`src/verilog/adc_readout_regs.svh`:
```
// register offsets, field positions, reset values and counts of the serial readout block
`ifndef ADC_READOUT_REGS_SVH
`define ADC_READOUT_REGS_SVH

// byte addresses of the apb registers
`define ADC_OFS_CONTROL          8'h00
`define ADC_OFS_STATUS           8'h04
`define ADC_OFS_TIMING           8'h08

// control register fields
`define ADC_CTRL_SOFT_START      0

// status register fields
`define ADC_STAT_BUSY            0
`define ADC_STAT_OSR_LSB         1
`define ADC_STAT_OSR_ACTIVE_LSB  4
`define ADC_STAT_SERIAL_ACTIVE   7
`define ADC_STAT_COUNT_LSB       16

// timing register: pclk cycles per converter sample
`define ADC_TIMING_RESET         16'h0040
`define ADC_TIMING_MIN           16'h0001

// serial word and channel grouping
`define ADC_BITS_PER_WORD        5'h10
`define ADC_LAST_BIT_FALL        5'h0F
`define ADC_FIRST_CHANNEL        3'h0
`define ADC_SECOND_GROUP         3'h4
`define ADC_LAST_CHANNEL         3'h7
`define ADC_OSR_INVALID          3'h7

// synchroniser reset image: serial clock and select idle high
`define ADC_PIN_RESET            9'h180

`endif

```
`src/verilog/adc_readout_pkg.sv`:
```
// types shared by the serial readout block and its testbench
package adc_readout_pkg;

  typedef enum logic [1:0] {
    CONV_IDLE,
    CONV_SAMPLE,
    CONV_STORE
  } conv_phase_t;

  // external pins, bundled for the synchroniser
  typedef struct packed {
    logic       sclk;
    logic       select_n;
    logic       start_one;
    logic       start_two;
    logic       format;
    logic       byte_mode;
    logic [2:0] osr;
  } pin_bus_t;

  typedef logic signed [15:0] sample_t;
  typedef logic signed [21:0] acc_t;

  typedef struct packed {
    conv_phase_t      phase;
    logic             busy;
    logic [2:0]       osr;
    logic [2:0]       osr_active;
    logic [6:0]       sample_idx;
    logic [15:0]      wait_cnt;
    logic [2:0]       store_ch;
    acc_t [7:0]       acc;
    logic             armed_one;
    logic             armed_two;
    logic             start_one_d;
    logic             start_two_d;
    logic             soft_start;
    logic [15:0]      sample_cycles;
    logic [15:0]      conv_count;
    logic             sclk_d;
    logic             select_n_d;
    logic             active;
    logic [4:0]       fall_cnt;
    logic [15:0]      shift_a;
    logic [15:0]      shift_b;
    logic [2:0]       ptr_a;
    logic [2:0]       ptr_b;
    logic             flag;
    logic             pready;
    logic             pslverr;
    logic [31:0]      prdata;
  } readout_state_t;

endpackage : adc_readout_pkg

```
`src/verilog/pin_sync.sv`:
```
// three-stage synchroniser with agreement filter for asynchronous pins
module pin_sync #(
  parameter int               WIDTH       = 9,
  parameter logic [WIDTH-1:0] RESET_VALUE = '0
) (
  input  wire logic             pclk,
  input  wire logic             presetn,
  input  wire logic             ce,
  input  wire logic [WIDTH-1:0] pin_in,
  output logic      [WIDTH-1:0] pin_out
);

  typedef struct packed {
    logic [WIDTH-1:0] ff1;
    logic [WIDTH-1:0] ff2;
    logic [WIDTH-1:0] ff3;
    logic [WIDTH-1:0] stable;
  } sync_state_t;

  sync_state_t      s;
  sync_state_t      next_s;
  logic [WIDTH-1:0] agreed;

  // a bit changes only once stages two and three agree; stage one feeds stage two only;
  // the agreed value leaves at once, so a pin edge costs three cycles rather than four
  always_comb begin
    next_s     = s;
    next_s.ff1 = pin_in;
    next_s.ff2 = s.ff1;
    next_s.ff3 = s.ff2;
    agreed     = s.stable;
    for (int i = 0; i < WIDTH; i++) begin
      if (s.ff2[i] == s.ff3[i]) begin
        agreed[i] = s.ff3[i];
      end
    end
    next_s.stable = agreed;
  end

  always_ff @(posedge pclk or negedge presetn) begin
    if (!presetn) begin
      s <= {RESET_VALUE, RESET_VALUE, RESET_VALUE, RESET_VALUE};
    end else if (ce) begin
      s <= next_s;
    end
  end

  assign pin_out = agreed;

endmodule // pin_sync

```
`src/verilog/result_memory.sv`:
```
// channel result store: one write port, two registered read ports
module result_memory #(
  parameter int DEPTH = 8,
  parameter int WIDTH = 16,
  parameter int AW    = 3
) (
  input  wire logic             pclk,
  input  wire logic             presetn,
  input  wire logic             ce,
  input  wire logic             we,
  input  wire logic [AW-1:0]    waddr,
  input  wire logic [WIDTH-1:0] wdata,
  input  wire logic [AW-1:0]    raddr_a,
  input  wire logic [AW-1:0]    raddr_b,
  output logic      [WIDTH-1:0] rdata_a,
  output logic      [WIDTH-1:0] rdata_b
);

  typedef struct packed {
    logic [DEPTH-1:0][WIDTH-1:0] cells;
    logic [WIDTH-1:0]            rd_a;
    logic [WIDTH-1:0]            rd_b;
  } mem_state_t;

  mem_state_t s;
  mem_state_t next_s;

  // reads return the old word when the same cell is written in that cycle
  always_comb begin
    next_s      = s;
    next_s.rd_a = s.cells[raddr_a];
    next_s.rd_b = s.cells[raddr_b];
    if (we) begin
      next_s.cells[waddr] = wdata;
    end
  end

  always_ff @(posedge pclk or negedge presetn) begin
    if (!presetn) begin
      s <= '0;
    end else if (ce) begin
      s <= next_s;
    end
  end

  assign rdata_a = s.rd_a;
  assign rdata_b = s.rd_b;

endmodule // result_memory

```
`src/verilog/adc_serial_readout_osr.sv`:
```
// eight-channel converter result store with serial readout and oversampling average
//
// Our own choices: the APB slave port and the register addresses.
`include "adc_readout_regs.svh"

// Contract
// host picks serial mode: format high, byte low
// select high: outputs off, clock ignored
// select fall: outputs on, msb presented
// remaining fifteen bits shift on rising edges
// sixteen clocks per channel, ascending channels
// host may frame per word or whole
// first line: channels 1-4, then 5-8
// second line: channels 5-8, then 1-4
// flag high at channel one, low 16th fall
// flag also marks channel five on line two
// single line needs 128 clocks
// both lines need 64 clocks
// read while busy returns previous sample
// host ends reads before busy falls
// ratio pins captured at busy fall
// host drives both starts together
// busy time grows with ratio
// averaging filter before storing results
// results load as busy falls
// both lines shift on same edges
// pointers restart at result reload
module adc_serial_readout_osr (
  input  wire logic                           pclk,
  input  wire logic                           presetn,
  input  wire logic                           ce,
  input  wire logic [7:0]                     paddr,
  input  wire logic                           psel,
  input  wire logic                           penable,
  input  wire logic                           pwrite,
  input  wire logic [31:0]                    pwdata,
  output logic      [31:0]                    prdata,
  output logic                                pready,
  output logic                                pslverr,
  input  wire logic                           serial_clock,
  input  wire logic                           select_n,
  input  wire logic                           interface_format_select,
  input  wire logic                           byte_mode_select,
  input  wire logic [2:0]                     oversample_ratio_pins,
  input  wire logic                           convert_start_group_one,
  input  wire logic                           convert_start_group_two,
  input  wire adc_readout_pkg::sample_t [7:0] sample_in,
  output logic                                serial_out_first,
  output logic                                serial_out_first_oe,
  output logic                                serial_out_second,
  output logic                                serial_out_second_oe,
  output logic                                first_channel_flag,
  output logic                                first_channel_flag_oe,
  output logic                                busy
);

  adc_readout_pkg::readout_state_t s;
  adc_readout_pkg::readout_state_t next_s;
  adc_readout_pkg::pin_bus_t       pin_raw;
  adc_readout_pkg::pin_bus_t       pins;
  adc_readout_pkg::acc_t           avg_value;
  logic [15:0]                     rd_a;
  logic [15:0]                     rd_b;
  logic                            mem_we;
  logic [15:0]                     mem_wdata;
  logic                            serial_mode;
  logic                            sclk_rise;
  logic                            sclk_fall;
  logic                            sel_fall;
  logic [6:0]                      last_sample;

  assign pin_raw = {serial_clock, select_n, convert_start_group_one, convert_start_group_two,
                    interface_format_select, byte_mode_select, oversample_ratio_pins};

  pin_sync #(
    .WIDTH       (9),
    .RESET_VALUE (`ADC_PIN_RESET)
  ) u_pin_sync (
    .pclk    (pclk),
    .presetn (presetn),
    .ce      (ce),
    .pin_in  (pin_raw),
    .pin_out (pins)
  );

  result_memory #(
    .DEPTH (8),
    .WIDTH (16),
    .AW    (3)
  ) u_result_memory (
    .pclk    (pclk),
    .presetn (presetn),
    .ce      (ce),
    .we      (mem_we),
    .waddr   (s.store_ch),
    .wdata   (mem_wdata),
    .raddr_a (s.ptr_a),
    .raddr_b (s.ptr_b),
    .rdata_a (rd_a),
    .rdata_b (rd_b)
  );

  // edge finding on the filtered pins; serial readout only in serial format
  assign serial_mode = pins.format && !pins.byte_mode;
  assign sclk_rise   = pins.sclk && !s.sclk_d;
  assign sclk_fall   = !pins.sclk && s.sclk_d;
  assign sel_fall    = !pins.select_n && s.select_n_d;
  assign last_sample = 7'((7'h01 << s.osr_active) - 7'h01);

  // averaging filter: sum of 2^ratio samples divided by arithmetic shift
  assign avg_value = s.acc[s.store_ch] >>> s.osr_active;
  assign mem_wdata = avg_value[15:0];
  assign mem_we    = (s.phase == adc_readout_pkg::CONV_STORE);

  always_comb begin
    logic        set_soft;
    logic        consume;
    logic [31:0] status_word;
    set_soft           = 1'b0;
    consume            = 1'b0;
    status_word        = '0;
    next_s             = s;
    next_s.sclk_d      = pins.sclk;
    next_s.select_n_d  = pins.select_n;
    next_s.start_one_d = pins.start_one;
    next_s.start_two_d = pins.start_two;
    next_s.pready      = 1'b0;
    next_s.pslverr     = 1'b0;

    status_word[`ADC_STAT_BUSY]                = s.busy;
    status_word[`ADC_STAT_OSR_LSB +: 3]        = s.osr;
    status_word[`ADC_STAT_OSR_ACTIVE_LSB +: 3] = s.osr_active;
    status_word[`ADC_STAT_SERIAL_ACTIVE]       = s.active;
    status_word[`ADC_STAT_COUNT_LSB +: 16]     = s.conv_count;

    // apb slave: one wait state, pready raised in the second access cycle
    if (psel && penable && !s.pready) begin
      next_s.pready = 1'b1;
      case (paddr)
        `ADC_OFS_CONTROL: next_s.prdata = 32'h0000_0000;
        `ADC_OFS_STATUS:  next_s.prdata = status_word;
        `ADC_OFS_TIMING:  next_s.prdata = {16'h0000, s.sample_cycles};
        default: begin
          next_s.pslverr = 1'b1;
          next_s.prdata  = 32'h0000_0000;
        end
      endcase
    end

    // writes land at the completion edge, while address and data are still held
    if (psel && penable && s.pready && pwrite) begin
      set_soft = (paddr == `ADC_OFS_CONTROL) && pwdata[`ADC_CTRL_SOFT_START];
      if (paddr == `ADC_OFS_TIMING) begin
        // zero would stretch each sample to 65536 cycles as the 16-bit compare wraps, so it is lifted to one
        next_s.sample_cycles = (pwdata[15:0] == 16'h0000) ? `ADC_TIMING_MIN : pwdata[15:0];
      end
    end

    // conversion sequencer; memory is untouched until the store phase
    case (s.phase)
      adc_readout_pkg::CONV_IDLE: begin
        if (pins.start_one && !s.start_one_d) begin
          next_s.armed_one = 1'b1;
        end
        if (pins.start_two && !s.start_two_d) begin
          next_s.armed_two = 1'b1;
        end
        if ((next_s.armed_one && next_s.armed_two) || s.soft_start) begin
          consume           = 1'b1;
          next_s.armed_one  = 1'b0;
          next_s.armed_two  = 1'b0;
          next_s.phase      = adc_readout_pkg::CONV_SAMPLE;
          next_s.busy       = 1'b1;
          next_s.osr_active = s.osr;
          next_s.sample_idx = 7'h00;
          next_s.wait_cnt   = 16'h0000;
          next_s.acc        = '0;
        end
      end
      adc_readout_pkg::CONV_SAMPLE: begin
        // busy spans 2^ratio sample periods plus eight store cycles, so it lengthens with the ratio
        next_s.wait_cnt = s.wait_cnt + 16'h0001;
        if (s.wait_cnt == s.sample_cycles - 16'h0001) begin
          next_s.wait_cnt = 16'h0000;
          for (int i = 0; i < 8; i++) begin
            next_s.acc[i] = s.acc[i] + adc_readout_pkg::acc_t'(sample_in[i]);
          end
          next_s.sample_idx = s.sample_idx + 7'h01;
          if (s.sample_idx == last_sample) begin
            next_s.phase    = adc_readout_pkg::CONV_STORE;
            next_s.store_ch = `ADC_FIRST_CHANNEL;
          end
        end
      end
      adc_readout_pkg::CONV_STORE: begin
        // results land in the last eight busy cycles, just before busy falls
        next_s.store_ch = s.store_ch + 3'h1;
      end
      default: begin
        next_s.phase = adc_readout_pkg::CONV_IDLE;
        next_s.busy  = 1'b0;
      end
    endcase

    // a request arriving while one is consumed is kept: set wins
    next_s.soft_start = (s.soft_start && !consume) || set_soft;

    // serial readout; both lines move on the same clock edges
    if (pins.select_n || !serial_mode) begin
      next_s.active = 1'b0;
      next_s.flag   = 1'b0;
    end else if (sel_fall) begin
      next_s.active   = 1'b1;
      next_s.shift_a  = rd_a;
      next_s.shift_b  = rd_b;
      next_s.fall_cnt = 5'h00;
      // line two sits four channels on, so channel five pairs with channel one
      next_s.flag     = (s.ptr_a == `ADC_FIRST_CHANNEL);
    end else if (s.active) begin
      if (sclk_fall && s.fall_cnt != `ADC_BITS_PER_WORD) begin
        next_s.fall_cnt = s.fall_cnt + 5'h01;
        if (s.fall_cnt == `ADC_LAST_BIT_FALL) begin
          next_s.flag  = 1'b0;
          next_s.ptr_a = s.ptr_a + 3'h1;
          next_s.ptr_b = s.ptr_b + 3'h1;
        end
      end
      if (sclk_rise) begin
        if (s.fall_cnt == `ADC_BITS_PER_WORD) begin
          next_s.shift_a  = rd_a;
          next_s.shift_b  = rd_b;
          next_s.fall_cnt = 5'h00;
          next_s.flag     = (s.ptr_a == `ADC_FIRST_CHANNEL);
        end else begin
          next_s.shift_a = {s.shift_a[14:0], 1'b0};
          next_s.shift_b = {s.shift_b[14:0], 1'b0};
        end
      end
    end

    // last store cycle: busy falls, ratio pins latched, pointers rewound
    if (s.phase == adc_readout_pkg::CONV_STORE && s.store_ch == `ADC_LAST_CHANNEL) begin
      next_s.phase      = adc_readout_pkg::CONV_IDLE;
      next_s.busy       = 1'b0;
      next_s.osr        = (pins.osr == `ADC_OSR_INVALID) ? 3'h0 : pins.osr;
      next_s.ptr_a      = `ADC_FIRST_CHANNEL;
      next_s.ptr_b      = `ADC_SECOND_GROUP;
      next_s.conv_count = s.conv_count + 16'h0001;
    end
  end

  always_ff @(posedge pclk or negedge presetn) begin
    if (!presetn) begin
      s               <= '0;
      s.phase         <= adc_readout_pkg::CONV_IDLE;
      s.sample_cycles <= `ADC_TIMING_RESET;
      s.ptr_b         <= `ADC_SECOND_GROUP;
      s.sclk_d        <= 1'b1;
      s.select_n_d    <= 1'b1;
    end else if (ce) begin
      s <= next_s;
    end
  end

  assign prdata                = s.prdata;
  assign pready                = s.pready;
  assign pslverr               = s.pslverr;
  assign serial_out_first      = s.shift_a[15];
  assign serial_out_second     = s.shift_b[15];
  assign serial_out_first_oe   = s.active;
  assign serial_out_second_oe  = s.active;
  assign first_channel_flag    = s.flag;
  assign first_channel_flag_oe = s.active;
  assign busy                  = s.busy;

  // helper: length of the current busy period, for the timing check below
  logic [23:0] busy_len;
  always_ff @(posedge pclk or negedge presetn) begin
    if (!presetn) begin
      busy_len <= 24'h000000;
    end else if (ce) begin
      busy_len <= s.busy ? busy_len + 24'h000001 : 24'h000000;
    end
  end
endmodule // adc_serial_readout_osr

```
`config.mk`:
```
export PLATFORM = sky130hd
export DESIGN_NAME = adc_serial_readout_osr
export DESIGN_NICKNAME = d
export VERILOG_FILES = /design/src/verilog/adc_readout_pkg.sv /design/src/verilog/pin_sync.sv /design/src/verilog/result_memory.sv /design/src/verilog/adc_serial_readout_osr.sv
export VERILOG_INCLUDE_DIRS = /design/src /design/src/verilog
export SDC_FILE = /design/constraint.sdc
export NUM_CORES = 1
export LEC_CHECK = 0
export ABC_AREA = 1
export BUFFER_PORTS_ARGS = -buffer_cell sky130_fd_sc_hd__buf_2
export CAP_MARGIN = 20
export CORE_ASPECT_RATIO = 0.5
export CORE_MARGIN = 4
export CORE_UTILIZATION = 54
export CTS_CLUSTER_SIZE = 28
export DETAILED_ROUTE_END_ITERATION = 7
export PLACE_DENSITY_LB_ADDON = 0.12
export SLEW_MARGIN = 25
export SYNTH_ARGS = -nofsm -noshare
export SYNTH_HDL_FRONTEND = slang
export SYNTH_HIERARCHICAL = 1
export SYNTH_SLANG_ARGS = --single-unit
```
`constraint.sdc`:
```
create_clock -name pclk -period 2.9 [get_ports pclk]
set_input_delay 0.58 -clock pclk [delete_from_list [all_inputs] [get_ports pclk]]
set_output_delay 0.58 -clock pclk [all_outputs]
set_load 0.01 [all_outputs]
```
==> flow_metrics.env <==
export IMPL_clock_sinks=525
export IMPL_yosysTopAreaCell="dfrtp_1"
export IMPL_rsz0062_at_grt="false"
export IMPL_h_tree_depth=2
export IMPL_design_area_um2=42300
export IMPL_synth_cell_types=43
export IMPL_cp_end_kind="flop"
export IMPL_worst_setup_path_start_kind="flop"
export IMPL_slew_viol_final=0
export IMPL_postPlaceCellArea_um2=40500
export IMPL_final_seq_area_um2=13200
export IMPL_cts_buffer_depth=3
export IMPL_worstHoldPathType="in2reg"
export IMPL_finalCritPeriodShare=0.955
export IMPL_dieWidth_um=388
export IMPL_finalNonFillerCells=6904
export IMPL_synthCells=5850
export IMPL_firstDrtPassIters=6
export IMPL_critPathTopFamily="compound AO/OA/AOI/OAI gates"
export IMPL_finalSetupTns_ns=0
export IMPL_holdWs_ns=0.139
export IMPL_path_buf_inv=3
export IMPL_outcome="complete, no violations"
export IMPL_tightest_slew_ns=0.888
export IMPL_buffer_ports_inserted=207
export IMPL_ys_seq_area_frac=0.337
export IMPL_die_area_um2=76800
export IMPL_synth_top_cell_area_share=0.329
export IMPL_antenna_left=0
export IMPL_rows=69
export IMPL_syn_to_final_growth_pct=8.46
export IMPL_avgSynthCellArea_um2=6.67
export IMPL_start_util=0.548
export IMPL_post_route_min_period_ns=2.77
export IMPL_overflow=0
export IMPL_synth_edff_count=0
export IMPL_synthArstFlopShare=1.00
export IMPL_synth_fp_nets=6222
export IMPL_viasPerCell=5.57
export IMPL_synth_area_leaders="dfrtp_1, nand2_1, inv_1, nand3_1, ha_1"
export IMPL_path_cells="inv_2, buf_4, o21ai_0, o21ai_0, nand2_1, nand2_1, o21ai_0, or2_2, nand3_1, inv_1, o21ai_1"
export IMPL_skew_ns=0.0406
export IMPL_arrival_ns=3.27
export IMPL_gp_congestion=0.959
export IMPL_routedWlPerCell_um=17.6
export IMPL_dp_cells=6808
export IMPL_max_stage_delay_ns=0.44
export IMPL_drive_gt1_frac=0.0759
export IMPL_pin_count=224
export IMPL_grt_pass1_wl_mm=194
export IMPL_core_um2=71200
export IMPL_drv_cap=0
export IMPL_crit_required_ns=3.40
export IMPL_relSlewSlack=0.407
export IMPL_setup_viol=0
export IMPL_ys_seq_elements=525
export IMPL_most_common_layout_cells="nand2_1, inv_1, dfrtp_1, nand3_1, nor2_1"
export IMPL_synthFlopType="dfrtp_1"
export IMPL_worst_path_max_fanout=20
export IMPL_critPathKind="reg2reg"
export IMPL_hold_viol=0
export IMPL_path_clk_slew_ns=0.06
export IMPL_p_leak_nw=23.2
export IMPL_grt_start_max_net_pins=96
export IMPL_place_hpwl_mm=91.1
export IMPL_crit_path_frequent_cell="o21ai_0"
export IMPL_p_per_area_nw_per_um2=456
export IMPL_die_y_um=198
export IMPL_clock_root_buffer="clkbuf_16"
export IMPL_yosysWarnings=6
export IMPL_vias=38500
export IMPL_clock_latency_ns=0.66
export IMPL_layout_commonest_cell="nand2_1"
export IMPL_grt_total_usage=0.311
export IMPL_drc=0
export IMPL_drt_iter0_drc=3256
export IMPL_grt_pass1_vias=36000
export IMPL_final_util=0.594
export IMPL_netlist_area_um2=39000
export IMPL_cts_tree="yes"
export IMPL_multi_input_area_um2=21400
export IMPL_cp_slowest_cell="dfrtp_2"
export IMPL_final_nets=6277
export IMPL_postRouteWirelength_mm=122
export IMPL_fill_cells=6939
export IMPL_antenna_found_initial=4
export IMPL_fmax_mhz=361
export IMPL_cts_buffers=52
export IMPL_ir_drop_v=0.000591
state kept, by name, summed over array words and instances (netlist names), 16 cells and up:
register / cells
u_result_memory/rdata_a: 16
s: 290
prdata: 32
u_result_memory/s: 128
u_result_memory/rdata_b: 16
u_pin_sync/next_s: 18
u_pin_sync/s: 18
worst register-to-register path: stages (launching register included):
cell,delay (ns)
dfrtp_2,0.44
inv_2,0.09
buf_4,0.20
o21ai_0,0.39
o21ai_0,0.16
nand2_1,0.11
nand2_1,0.20
o21ai_0,0.28
or2_2,0.16
nand3_1,0.16
inv_1,0.28
o21ai_1,0.13
kinds of logic (layout without fill, tap and decap cells):
family	count (synthesis)	count (layout)	synth area share
flops	525	525	0.337
other cells	0	4	0
compound gates	662	662	0.0914
buf+inv	1012	1104	0.115
simple gates	3303	3303	0.358
xor+xnor	158	158	0.0355
mux	1	1	0.000257
fa+ha+maj	189	189	0.0622
synthesized netlist by cell type (2+ instances only):
cell and number:
a211oi_1 3, a21boi_0 4, a21oi_1 171, and2_1 22
buf_1 20, buf_2 74, buf_4 86, buf_6 38
clkbuf_1 90, clkinv_1 6, dfrtp_1 513, dfstp_2 12
fa_1 8, ha_1 181, inv_1 691, inv_2 7
nand2_1 2062, nand2_2 11, nand3_1 490, nand3b_1 26
nand4_1 250, nor2_1 392, nor2_2 8, nor2_4 6
nor3_1 19, nor3b_1 2, nor4_1 11, o211ai_1 31
o21ai_0 264, o21ai_1 122, o21ai_2 6, o21bai_1 24
o221ai_1 8, o22ai_1 26, or2_2 2, xnor2_1 36
xor2_1 122
layer usage:
| layer | wire length (µm) | up-vias | global-route usage |
|---|---|---|---|
| met5 | 13 | - | 0 |
| met1 | 55200 | 18200 | 0.447 |
| met3 | 8390 | 196 | 0.0426 |
| met4 | 3060 | 2 | 0.0776 |
| met2 | 54900 | 1216 | 0.500 |
| li1 | - | 18900 | - |
layout make-up:
| type | count | share of cell area |
|---|---|---|
| multi-input combinational | 4313 | 0.505 |
| sequential | 525 | 0.311 |
| inverter | 704 | 0.0626 |
| timing repair buffer | 309 | 0.0509 |
| clock buffer | 68 | 0.0338 |
| tap | 958 | 0.0283 |
| clock inverter | 23 | 0.00772 |
| antenna | 4 | 0.000237 |
worst paths after layout:
check | startpoint | to | slack (ns) | depth (start not counted)
hold / removal | byte_mode_select | u_pin_sync/next_s[21]$_DFFE_PN0P_ | 0.14 | 3
min in group asynchronous | presetn | s[70]$_DFFE_PN0P_ | 0.43 | 2
hold reg to reg | u_pin_sync/next_s[25]$_DFFE_PN1P_ | u_pin_sync/next_s[25]$_DFFE_PN1P_ | 0.47 | 2
setup / recovery | s[294]$_DFFE_PN0P_ | u_result_memory/s[141]$_DFFE_PN0P_ | 0.13 | 11
setup reg to reg | s[294]$_DFFE_PN0P_ | u_result_memory/s[141]$_DFFE_PN0P_ | 0.13 | 11
max in group asynchronous | presetn | s[180]$_DFFE_PN0P_ | 1.57 | 3
power breakdown:
part           internal (W)  switching [W]
logic               0.00114        0.00304
registers           0.00770       0.000230
clock network       0.00402        0.00316
through the flow:
| step | total power, W | setup WS [ns] |
|---|---|---|
| after CTS | 0.0194 | 0.168 |
| after floorplan | 0.0107 | 0.690 |
| final | 0.0193 | 0.130 |
| after detailed placement | 0.0122 | 0.169 |
| after global routing | 0.0203 | 0.0208 |
| after global placement | 0.0121 | 0.214 |
what timing repair did:
item | in CTS | in global routing
hold buffers | 1 | 0
setup endpoints to repair | 0 | 9
resized for setup | 0 | 2
buffers inserted | 0 | 0
endpoints found under the hold margin | 36 | 0
(Power assumes the default switching activity.)
